**src/logic/cmbt_pkg.sv**
```systemverilog
/*
  Constants for the CAN mode and bit-timing control block.
  Assumes a 32-bit register port with 8-bit byte addresses.
*/
package cmbt_pkg;

  // ---------------------------------------------------------------
  // Register map
  // ---------------------------------------------------------------
  localparam logic [3:0] CTRL_BASE = 4'h0;
  localparam logic [3:0] CFG_BASE  = 4'h1;
  localparam logic [1:0] AL_WR     = 2'h0;
  localparam logic [1:0] AL_CLR    = 2'h1;
  localparam logic [1:0] AL_SET    = 2'h2;
  localparam logic [1:0] AL_INV    = 2'h3;

  // ---------------------------------------------------------------
  // Field positions
  // ---------------------------------------------------------------
  localparam int ABORT_BIT  = 27;
  localparam int MREQ_LSB   = 24;
  localparam int MSTAT_LSB  = 21;
  localparam int CAP_BIT    = 20;
  localparam int ON_BIT     = 15;
  localparam int STOP_IN_IDLE_BIT  = 13;
  localparam int BUSY_BIT   = 11;
  localparam int WAKF_BIT   = 22;
  localparam int PH2_LSB    = 16;
  localparam int PH2SEL_BIT = 15;
  localparam int SAM_BIT    = 14;
  localparam int PH1_LSB    = 11;
  localparam int PROP_LSB   = 8;
  localparam int SJW_LSB    = 6;

  localparam logic [31:0] CTRL_WMASK = 32'h0710_a01f;
  localparam logic [31:0] CFG_WMASK  = 32'h0047_ffff;
  localparam logic [31:0] CTRL_RST   = 32'h0400_0000;
  localparam logic [31:0] CFG_RST    = 32'h0000_0000;

  // ---------------------------------------------------------------
  // Modes, limits and timing
  // ---------------------------------------------------------------
  localparam logic [2:0] MODE_NORMAL  = 3'h0;
  localparam logic [2:0] MODE_DISABLE = 3'h1;
  localparam logic [2:0] MODE_LOOP    = 3'h2;
  localparam logic [2:0] MODE_LISTEN  = 3'h3;
  localparam logic [2:0] MODE_CONFIG  = 3'h4;
  localparam logic [2:0] MODE_RSV5    = 3'h5;
  localparam logic [2:0] MODE_RSV6    = 3'h6;
  localparam logic [2:0] MODE_ALL     = 3'h7;
  localparam logic [4:0] DCNT_MAX     = 5'h12;
  localparam logic [2:0] IPT_FIELD    = 3'h1;
  localparam int         WAKE_FILT_NS = 200;
  localparam int         CLK_NS       = 40;
  localparam int         WAKE_FILT_CYC = (WAKE_FILT_NS + CLK_NS - 1) / CLK_NS;
  localparam int         TS_W         = 16;

  typedef enum logic [1:0] {
    CMBT_RUN  = 2'b01,
    CMBT_WAIT = 2'b10
  } cmbt_mode_st_t;

endpackage

```
**src/logic/cmbt_ctrl.sv**
```systemverilog
/*
  CAN mode and bit-timing control: control and timing registers,
  mode handshake, abort, enable/busy, timestamp timer, wake filter,
  quantum divider and bit-phase sequencer.
  Assumes the protocol engine reports transaction activity, abort
  completion, mode safe points and valid receptions synchronously.
*/
`timescale 1ns/1ps
module cmbt_ctrl (
  input  wire logic                        clk,
  input  wire logic                        sys_rst,
  input  wire logic [7:0]                  reg_addr,
  input  wire logic [31:0]                 reg_wdata,
  input  wire logic                        reg_wr,
  input  wire logic                        reg_rd,
  output logic      [31:0]                 reg_rdata,
  input  wire logic                        xact_busy,
  input  wire logic                        tx_abort_done,
  input  wire logic                        mode_ready,
  input  wire logic                        sys_idle,
  input  wire logic                        rx_valid_msg,
  input  wire logic                        can_rx,
  output logic                             tx_abort_req,
  output logic                             module_run,
  output logic      [2:0]                  mode_status,
  output logic                             mode_change_flag,
  output logic      [cmbt_pkg::TS_W-1:0]   rx_timestamp,
  output logic      [cmbt_pkg::TS_W-1:0]   timestamp_timer,
  output logic                             wake_line,
  output logic      [4:0]                  data_compare_count,
  output logic                             tq_tick,
  output logic                             sample_point,
  output logic                             sampled_bit,
  output logic                             bit_end,
  output logic      [3:0]                  phase_seg1_len,
  output logic      [3:0]                  phase_seg2_len,
  output logic      [3:0]                  prop_seg_len,
  output logic      [2:0]                  resync_jump_width,
  output logic                             triple_sample_en
);
  import cmbt_pkg::*;

  // ---------------------------------------------------------------
  // Alias arithmetic
  // ---------------------------------------------------------------
  function automatic logic [31:0] alias_wr(
    input logic [31:0] old,
    input logic [31:0] wd,
    input logic [1:0]  kind
  );
    logic [31:0] r;
    r = old;
    unique case (kind)
      AL_WR:  r = wd;
      AL_CLR: r = old & ~wd;
      AL_SET: r = old | wd;
      AL_INV: r = old ^ wd;
    endcase
    return r;
  endfunction

  // ---------------------------------------------------------------
  // State
  // ---------------------------------------------------------------
  logic [31:0]         ctrl_r;
  logic [31:0]         ctrl_nxt;
  logic [31:0]         cfg_r;
  logic [31:0]         cfg_nxt;
  logic                abort_r;
  logic                abort_nxt;
  logic [2:0]          mstat_r;
  logic                busy_r;
  logic                mode_change_flag_r;
  logic [31:0]         rdata_r;
  logic [TS_W-1:0]     tmr_r;
  logic [TS_W-1:0]     cap_r;
  logic [5:0]          div_r;
  logic                half_r;
  logic [4:0]          tq_r;
  logic [2:0]          smp_r;
  logic                bit_r;
  logic                wake_r;
  logic                rx_last_r;
  logic [7:0]          stab_r;
  cmbt_mode_st_t       mst_r;
  cmbt_mode_st_t       mst_nxt;

  // ---------------------------------------------------------------
  // Decode
  // ---------------------------------------------------------------
  wire [3:0]  a_base   = reg_addr[7:4];
  wire [1:0]  a_kind   = reg_addr[3:2];
  wire        hit_ctrl = (a_base == CTRL_BASE);
  wire        hit_cfg  = (a_base == CFG_BASE);
  wire        wr_ctrl  = reg_wr & hit_ctrl;
  wire        in_cfg   = (mstat_r == MODE_CONFIG);
  wire        wr_cfg   = reg_wr & hit_cfg & in_cfg;
  wire [31:0] ctrl_new = alias_wr(ctrl_r, reg_wdata, a_kind);
  wire [31:0] cfg_new  = alias_wr(cfg_r, reg_wdata, a_kind);
  wire        abort_set = wr_ctrl & ctrl_new[ABORT_BIT];

  wire        on_b     = ctrl_r[ON_BIT];
  wire [2:0]  mreq     = ctrl_r[MREQ_LSB +: 3];
  wire        cap_en   = ctrl_r[CAP_BIT];
  wire        stop_in_idle_b  = ctrl_r[STOP_IN_IDLE_BIT];
  wire [4:0]  dcnt     = ctrl_r[4:0];

  wire        wakf_en  = cfg_r[WAKF_BIT];
  wire [2:0]  ph2_f    = cfg_r[PH2_LSB +: 3];
  wire        ph2_sel  = cfg_r[PH2SEL_BIT];
  wire        sam_b    = cfg_r[SAM_BIT];
  wire [2:0]  ph1_f    = cfg_r[PH1_LSB +: 3];
  wire [2:0]  prop_f   = cfg_r[PROP_LSB +: 3];
  wire [1:0]  sjw_f    = cfg_r[SJW_LSB +: 2];
  wire [5:0]  brp_f    = cfg_r[5:0];

  // ---------------------------------------------------------------
  // Register updates
  // ---------------------------------------------------------------
  assign ctrl_nxt = wr_ctrl
                  ? (ctrl_r & ~CTRL_WMASK) | (ctrl_new & CTRL_WMASK)
                  : ctrl_r;
  assign cfg_nxt  = wr_cfg
                  ? (cfg_r & ~CFG_WMASK) | (cfg_new & CFG_WMASK)
                  : cfg_r;
  // Set wins over the hardware clear
  assign abort_nxt = abort_set | (abort_r & ~tx_abort_done);

  always_ff @(posedge clk or posedge sys_rst) begin
    if (sys_rst) begin
      ctrl_r  <= CTRL_RST;
      cfg_r   <= CFG_RST;
      abort_r <= 1'b0;
    end else begin
      ctrl_r  <= ctrl_nxt;
      cfg_r   <= cfg_nxt;
      abort_r <= abort_nxt;
    end
  end

  // ---------------------------------------------------------------
  // Enable, busy and run
  // ---------------------------------------------------------------
  // Busy falls only after the running transaction has ended
  wire busy_nxt = on_b | (busy_r & xact_busy);
  wire run      = busy_r & ~(stop_in_idle_b & sys_idle);

  always_ff @(posedge clk or posedge sys_rst) begin
    if (sys_rst) begin
      busy_r <= 1'b0;
    end else begin
      busy_r <= busy_nxt;
    end
  end

  // ---------------------------------------------------------------
  // Mode handshake
  // ---------------------------------------------------------------
  wire req_legal = (mreq != MODE_RSV5) & (mreq != MODE_RSV6);
  wire req_new   = req_legal & (mreq != mstat_r);
  wire take_mode = (mst_r == CMBT_WAIT) & req_new & mode_ready;

  always_comb begin
    mst_nxt = mst_r;
    unique case (mst_r)
      CMBT_RUN: begin
        if (req_new) begin
          mst_nxt = CMBT_WAIT;
        end
      end
      CMBT_WAIT: begin
        if (take_mode | ~req_new) begin
          mst_nxt = CMBT_RUN;
        end
      end
      default: begin
        mst_nxt = CMBT_RUN;
      end
    endcase
  end

  always_ff @(posedge clk or posedge sys_rst) begin
    if (sys_rst) begin
      mst_r   <= CMBT_RUN;
      mstat_r <= MODE_CONFIG;
      mode_change_flag_r <= 1'b0;
    end else begin
      mst_r   <= mst_nxt;
      mode_change_flag_r <= take_mode;
      if (take_mode) begin
        mstat_r <= mreq;
      end
    end
  end

  // ---------------------------------------------------------------
  // Read port
  // ---------------------------------------------------------------
  wire [31:0] ctrl_view =
    {4'h0, abort_r, mreq, mstat_r, cap_en, 4'h0,
     on_b, 1'b0, stop_in_idle_b, 1'b0, busy_r, 6'h00, dcnt};
  wire [31:0] rd_mux = hit_ctrl ? ctrl_view
                     : hit_cfg  ? (cfg_r & CFG_WMASK)
                     : 32'h0000_0000;

  always_ff @(posedge clk or posedge sys_rst) begin
    if (sys_rst) begin
      rdata_r <= 32'h0000_0000;
    end else begin
      rdata_r <= reg_rd ? rd_mux : 32'h0000_0000;
    end
  end

  // ---------------------------------------------------------------
  // Timestamp timer and capture
  // ---------------------------------------------------------------
  always_ff @(posedge clk or posedge sys_rst) begin
    if (sys_rst) begin
      tmr_r <= '0;
      cap_r <= '0;
    end else begin
      if (cap_en & run) begin
        tmr_r <= tmr_r + 1'b1;
      end
      if (cap_en & run & rx_valid_msg) begin
        cap_r <= tmr_r;
      end
    end
  end

  // ---------------------------------------------------------------
  // Wake-up line filter
  // ---------------------------------------------------------------
  localparam logic [7:0] WAKE_CYC = 8'(WAKE_FILT_CYC);
  wire rx_same = (can_rx == rx_last_r);

  always_ff @(posedge clk or posedge sys_rst) begin
    if (sys_rst) begin
      rx_last_r <= 1'b1;
      stab_r    <= 8'h00;
      wake_r    <= 1'b1;
    end else begin
      rx_last_r <= can_rx;
      if (!rx_same) begin
        stab_r <= 8'h00;
      end else if (stab_r < WAKE_CYC) begin
        stab_r <= stab_r + 8'h01;
      end else begin
        wake_r <= rx_last_r;
      end
    end
  end

  assign wake_line = wakf_en ? wake_r : can_rx;

  // ---------------------------------------------------------------
  // Segment lengths
  // ---------------------------------------------------------------
  wire [2:0] ph2_auto = (ph1_f > IPT_FIELD) ? ph1_f : IPT_FIELD;
  wire [2:0] ph2_eff  = ph2_sel ? ph2_f : ph2_auto;
  wire [3:0] ph1_len  = {1'b0, ph1_f} + 4'h1;
  wire [3:0] ph2_len  = {1'b0, ph2_eff} + 4'h1;
  wire [3:0] prop_len = {1'b0, prop_f} + 4'h1;
  // Quanta at which the sample point and the bit end fall
  wire [4:0] smp_tq   = 5'(prop_len) + 5'(ph1_len);
  wire [4:0] end_tq   = smp_tq + 5'(ph2_len);

  // ---------------------------------------------------------------
  // Quantum divider: tick every 2 x (prescaler + 1) clocks
  // ---------------------------------------------------------------
  wire div_wrap = (div_r == brp_f);
  wire tick     = run & div_wrap & half_r;

  always_ff @(posedge clk or posedge sys_rst) begin
    if (sys_rst) begin
      div_r  <= 6'h00;
      half_r <= 1'b0;
    end else if (!run) begin
      div_r  <= 6'h00;
      half_r <= 1'b0;
    end else if (div_wrap) begin
      div_r  <= 6'h00;
      half_r <= ~half_r;
    end else begin
      div_r  <= div_r + 6'h01;
    end
  end

  // ---------------------------------------------------------------
  // Bit-phase sequencer and sampler
  // ---------------------------------------------------------------
  wire at_smp = tick & (tq_r == smp_tq);
  wire at_end = tick & (tq_r == end_tq);
  // Triple sampling takes the quanta just before and at the point
  wire [2:0] smp_win = {smp_r[1:0], can_rx};
  wire maj = (smp_win[0] & smp_win[1]) | (smp_win[0] & smp_win[2])
           | (smp_win[1] & smp_win[2]);

  always_ff @(posedge clk or posedge sys_rst) begin
    if (sys_rst) begin
      tq_r  <= 5'h00;
      smp_r <= 3'h7;
      bit_r <= 1'b1;
    end else begin
      if (!run) begin
        tq_r <= 5'h00;
      end else if (at_end) begin
        tq_r <= 5'h00;
      end else if (tick) begin
        tq_r <= tq_r + 5'h01;
      end
      if (tick) begin
        smp_r <= smp_win;
      end
      if (at_smp) begin
        bit_r <= sam_b ? maj : can_rx;
      end
    end
  end

  // ---------------------------------------------------------------
  // Outputs
  // ---------------------------------------------------------------
  assign reg_rdata          = rdata_r;
  assign tx_abort_req       = abort_r;
  assign module_run         = run;
  assign mode_status        = mstat_r;
  assign mode_change_flag   = mode_change_flag_r;
  assign rx_timestamp       = cap_r;
  assign timestamp_timer    = tmr_r;
  // Invalid counts fall back to no data comparison
  assign data_compare_count = (dcnt > DCNT_MAX) ? 5'h00 : dcnt;
  assign tq_tick            = tick;
  assign sample_point       = at_smp;
  assign sampled_bit        = bit_r;
  assign bit_end            = at_end;
  assign phase_seg1_len     = ph1_len;
  assign phase_seg2_len     = ph2_len;
  assign prop_seg_len       = prop_len;
  assign resync_jump_width  = {1'b0, sjw_f} + 3'h1;
  assign triple_sample_en   = sam_b;

endmodule

```
**config.mk**
```make
export PLATFORM = sky130hd
export DESIGN_NAME = cmbt_ctrl
export DESIGN_NICKNAME = d
export VERILOG_FILES = /design/src/logic/cmbt_pkg.sv /design/src/logic/cmbt_ctrl.sv
export SDC_FILE = /design/constraint.sdc
export NUM_CORES = 1
export LEC_CHECK = 0
export BUFFER_PORTS_ARGS = -buffer_cell sky130_fd_sc_hd__buf_2
export CAP_MARGIN = 20
export CELL_PAD_IN_SITES_DETAIL_PLACEMENT = 0
export CELL_PAD_IN_SITES_GLOBAL_PLACEMENT = 2
export CORE_MARGIN = 2
export CORE_UTILIZATION = 32
export DETAILED_ROUTE_END_ITERATION = 8
export PLACE_DENSITY = 0.88
export SETUP_SLACK_MARGIN = 0.2
export SLEW_MARGIN = 20
export SYNTH_ARGS = -nofsm -noshare
export SYNTH_HDL_FRONTEND = slang
export SYNTH_SLANG_ARGS = --single-unit
```
**constraint.sdc**
```tcl
create_clock -name clk -period 3.5 [get_ports clk]
set_clock_uncertainty 0.15 [all_clocks]
set_input_delay 0.175 -clock clk [delete_from_list [all_inputs] [get_ports clk]]
set_output_delay 0.175 -clock clk [all_outputs]
set_load 0.01 [all_outputs]
```
==> results.ini <==
[place]
port_buffers=131
dpl_cell_area_um2=8460
place.gp.congestion=0.765
post-place-ws_ps=27.7
hpwl_mm=12.3

[sta]
tightestPinTransition_ps=695
worst_slack_ps=-260
rsz0062_at_grt=yes
slew_violations=0
period_share=1.07
holdWs_ps=42.6
relSlewSlack=0.537
hold_violations=0
setup_viol=6
period_minus_slack_ps=3760
fmax_ghz=0.266

[clock_tree]
cts_buffer_depth=2
numClockSinks=123
path_clk_slew_ps=70
root_buffer=clkbuf_16
clkLatencyLatePin_ps=420
htree_levels=4
cts_tree=built
numCtsBuffers=17

[min_path]
hold_class=in2reg

[job]
max-cap-violations=0

[worst_setup_path]
critPathKind=reg2out
worstReg2RegEnd=tq_r[1]
reg2reg_slack_ps=-130
ff2ff_path_depth=12
crit_path_start=cfg_r[11]
crit_path_max_fanout=4
setup.worst_path.end_class=output pin
worst_ep_arrival_time_ps=3440
regToRegStartpoint=cfg_r[11]
required_ps=3170
worstSetupEndpoint=bit_end
crit_path_start_kind=register

[yosys]
synth_seq_cells=123
synth_top_area_cell=dfrtp_1
synth_area_um2=7420
synth.top_cell.area_share=0.388
synthDistinctLibCells=58
synth_commonest_cells=dfrtp_1, inv_1, ha_1
synth_area_leaders=dfrtp_1, ha_1, mux2_2
ys_seq_area_frac=0.416
synth_edf_count=0
yosysMostFrequentCell=dfrtp_1
yosys_warnings=0
ys.flop_type=dfrtp_1
synth_cells=715
syn_avg_cell_area_um2=10.4
ys_async_sr_fraction=1.00

[drt]
drtPass1Iterations=4
drt-vias-per-instance=4.64
drt_iter0_drc=227
drc=0
ant_nets=0
drt-total-wl_mm=17.2
via_count=5439
wl_per_cell_um=14.7

[power_and_ir_drop]
p_total_mw=5.94
cellPowerDensity_nw_per_um2=638
peakVddDrop_mv=0.453
switching_share=0.364
p_int_mw=3.78
comb_power_share=0.376
power.leakage_nw=4.76
p_switching_mw=2.16
p_clk_frac=0.296
seqPwrFrac=0.328

[global_route]
grt_pass1_vias=5596
grtUsageMet1=0.194
grt_use_met3=0.0366
grt_use_met2=0.248
antenna_found_initial=0
grtUsageTotal=0.150
busiest_layer=met2
overflow=0
grt_pass1_wl_mm=28.8
grt_max_degree=124

[die]
coreArea_um2=22700
core.rowCount=55
die_h_um=156
die_w_um=156
initial_core_util=0.327
die_area_um2=24400
io_pins=146

[final_layout]
multi_input_area_um2=3980
final_area_um2=9320
syn_to_final_growth_pct=25.5
drive_gt1_frac=0.315
regArea_um2=3090
nNetsFinal=1006
antennaDiodeCount=0
num-fill-cells=2237
utilization=0.410

[outcome]
status=finished, violations left
violations=negative setup slack

-- how the worst min path moves through the flow --
stage	start	end	slack, ps	cells after the start
floorplan	can_rx	rx_last_r	30	0
global placement	tx_abort_done	tx_abort_req	210	2
detailed placement	can_rx	rx_last_r	210	1
CTS	reg_wdata[24]	ctrl_r[24]	20	4
global route	reg_wdata[24]	ctrl_r[24]	50	4
finish	reg_wdata[24]	ctrl_r[24]	40	4
-- final cells by class --
type                    count  area share
well taps                 285      0.0383
inverters                  81      0.0333
flip-flops and latches    123       0.332
repair buffers            169       0.107
clock buffers              17      0.0457
clock inverters            15      0.0175
multi-input cells         483       0.427
-- cells in the final DEF (no fill, tap or decap), types with 3 or more instances in the layout --
cell type and n:
buf_2 130, clkbuf_16 17, xnor2_1 28, dfrtp_1 114
nor2b_1 9, ha_1 74, and3_1 7, nand2_1 46
inv_1 76, mux2i_1 11, a22o_1 3, mux2_2 32
buf_4 28, inv_8 7, nor3_1 9, a211oi_1 12
nand3_1 15, a21oi_1 38, o21ai_0 28, ha_4 4
nand4_1 4, buf_6 3, mux4_2 16, inv_6 5
o211ai_1 4, a21o_1 3, xor2_1 15, and2_1 21
dfstp_2 8, conb_1 5, inv_2 3, nor2_1 57
dlygate4sd3_1 6
-- cells by family after synthesis --
| family | after synthesis | synth area share |
|---|---|---|
| AND/OR/NAND/NOR | 187 | 0.124 |
| flip-flops | 123 | 0.416 |
| buffers and inverters | 113 | 0.0634 |
| AO/OA/AOI/OAI | 102 | 0.0819 |
| adder cells (fa/ha/maj) | 81 | 0.139 |
| multiplexers | 60 | 0.113 |
| XOR/XNOR | 48 | 0.0615 |
| other | 1 | 0.000505 |
-- per-stage QoR --
stage / instances / TNS (ps)
floorplan: 719 / 0
global placement: 1122 / 0
detailed placement: 1122 / 0
CTS: 1169 / -389
global route: 1173 / -1500
finish: 1173 / -745
-- sequential cells by signal (all words and copies together), names as in the netlist --
register and flops:
timestamp_timer 16, wake_r 1, div_r 6, stab_r 8
rx_last_r 1, smp_r 2, mode_status 3, ctrl_r 11
mode_change_flag 1, busy_r 1, tx_abort_req 1, half_r 1
reg_rdata 27, sampled_bit 1, rx_timestamp 16, mst_r 2
cfg_r 20, tq_r 5
-- power groups by stage --
stage / clock network (mW) / logic, mW / registers, mW
after floorplan: 0 / 1.34 / 1.92
after global routing: 1.88 / 2.50 / 1.99
after global placement: 0 / 1.89 / 1.96
after CTS: 1.81 / 2.17 / 1.95
after detailed placement: 0 / 1.93 / 1.97
final: 1.76 / 2.23 / 1.95
-- critical path, cell delays in order (launching register included) --
cell and delay [ps]:
dfrtp_2 450, ha_4 290, inv_4 40, fa_2 550
fa_1 450, xnor2_1 160, nand2_1 70, or4_4 530
or2_4 270, nor2_4 80, buf_6 110
-- repair_timing --
action	4_1_cts	5_1_grt
hold buffers	6	0
gates cloned	0	0
resized for setup	17	5
hold endpoints to repair	123	0
buffers inserted	9	4
pin swaps	11	7
setup endpoints to repair	6	8
-- per-layer routing --
layer  part of all wire  wire (µm)
met3              0.042        720
met1               0.47       8050
met5                  0          0
met4              0.014        241
met2               0.48       8190
No activity file was read; power rests on OpenSTA's default activity.
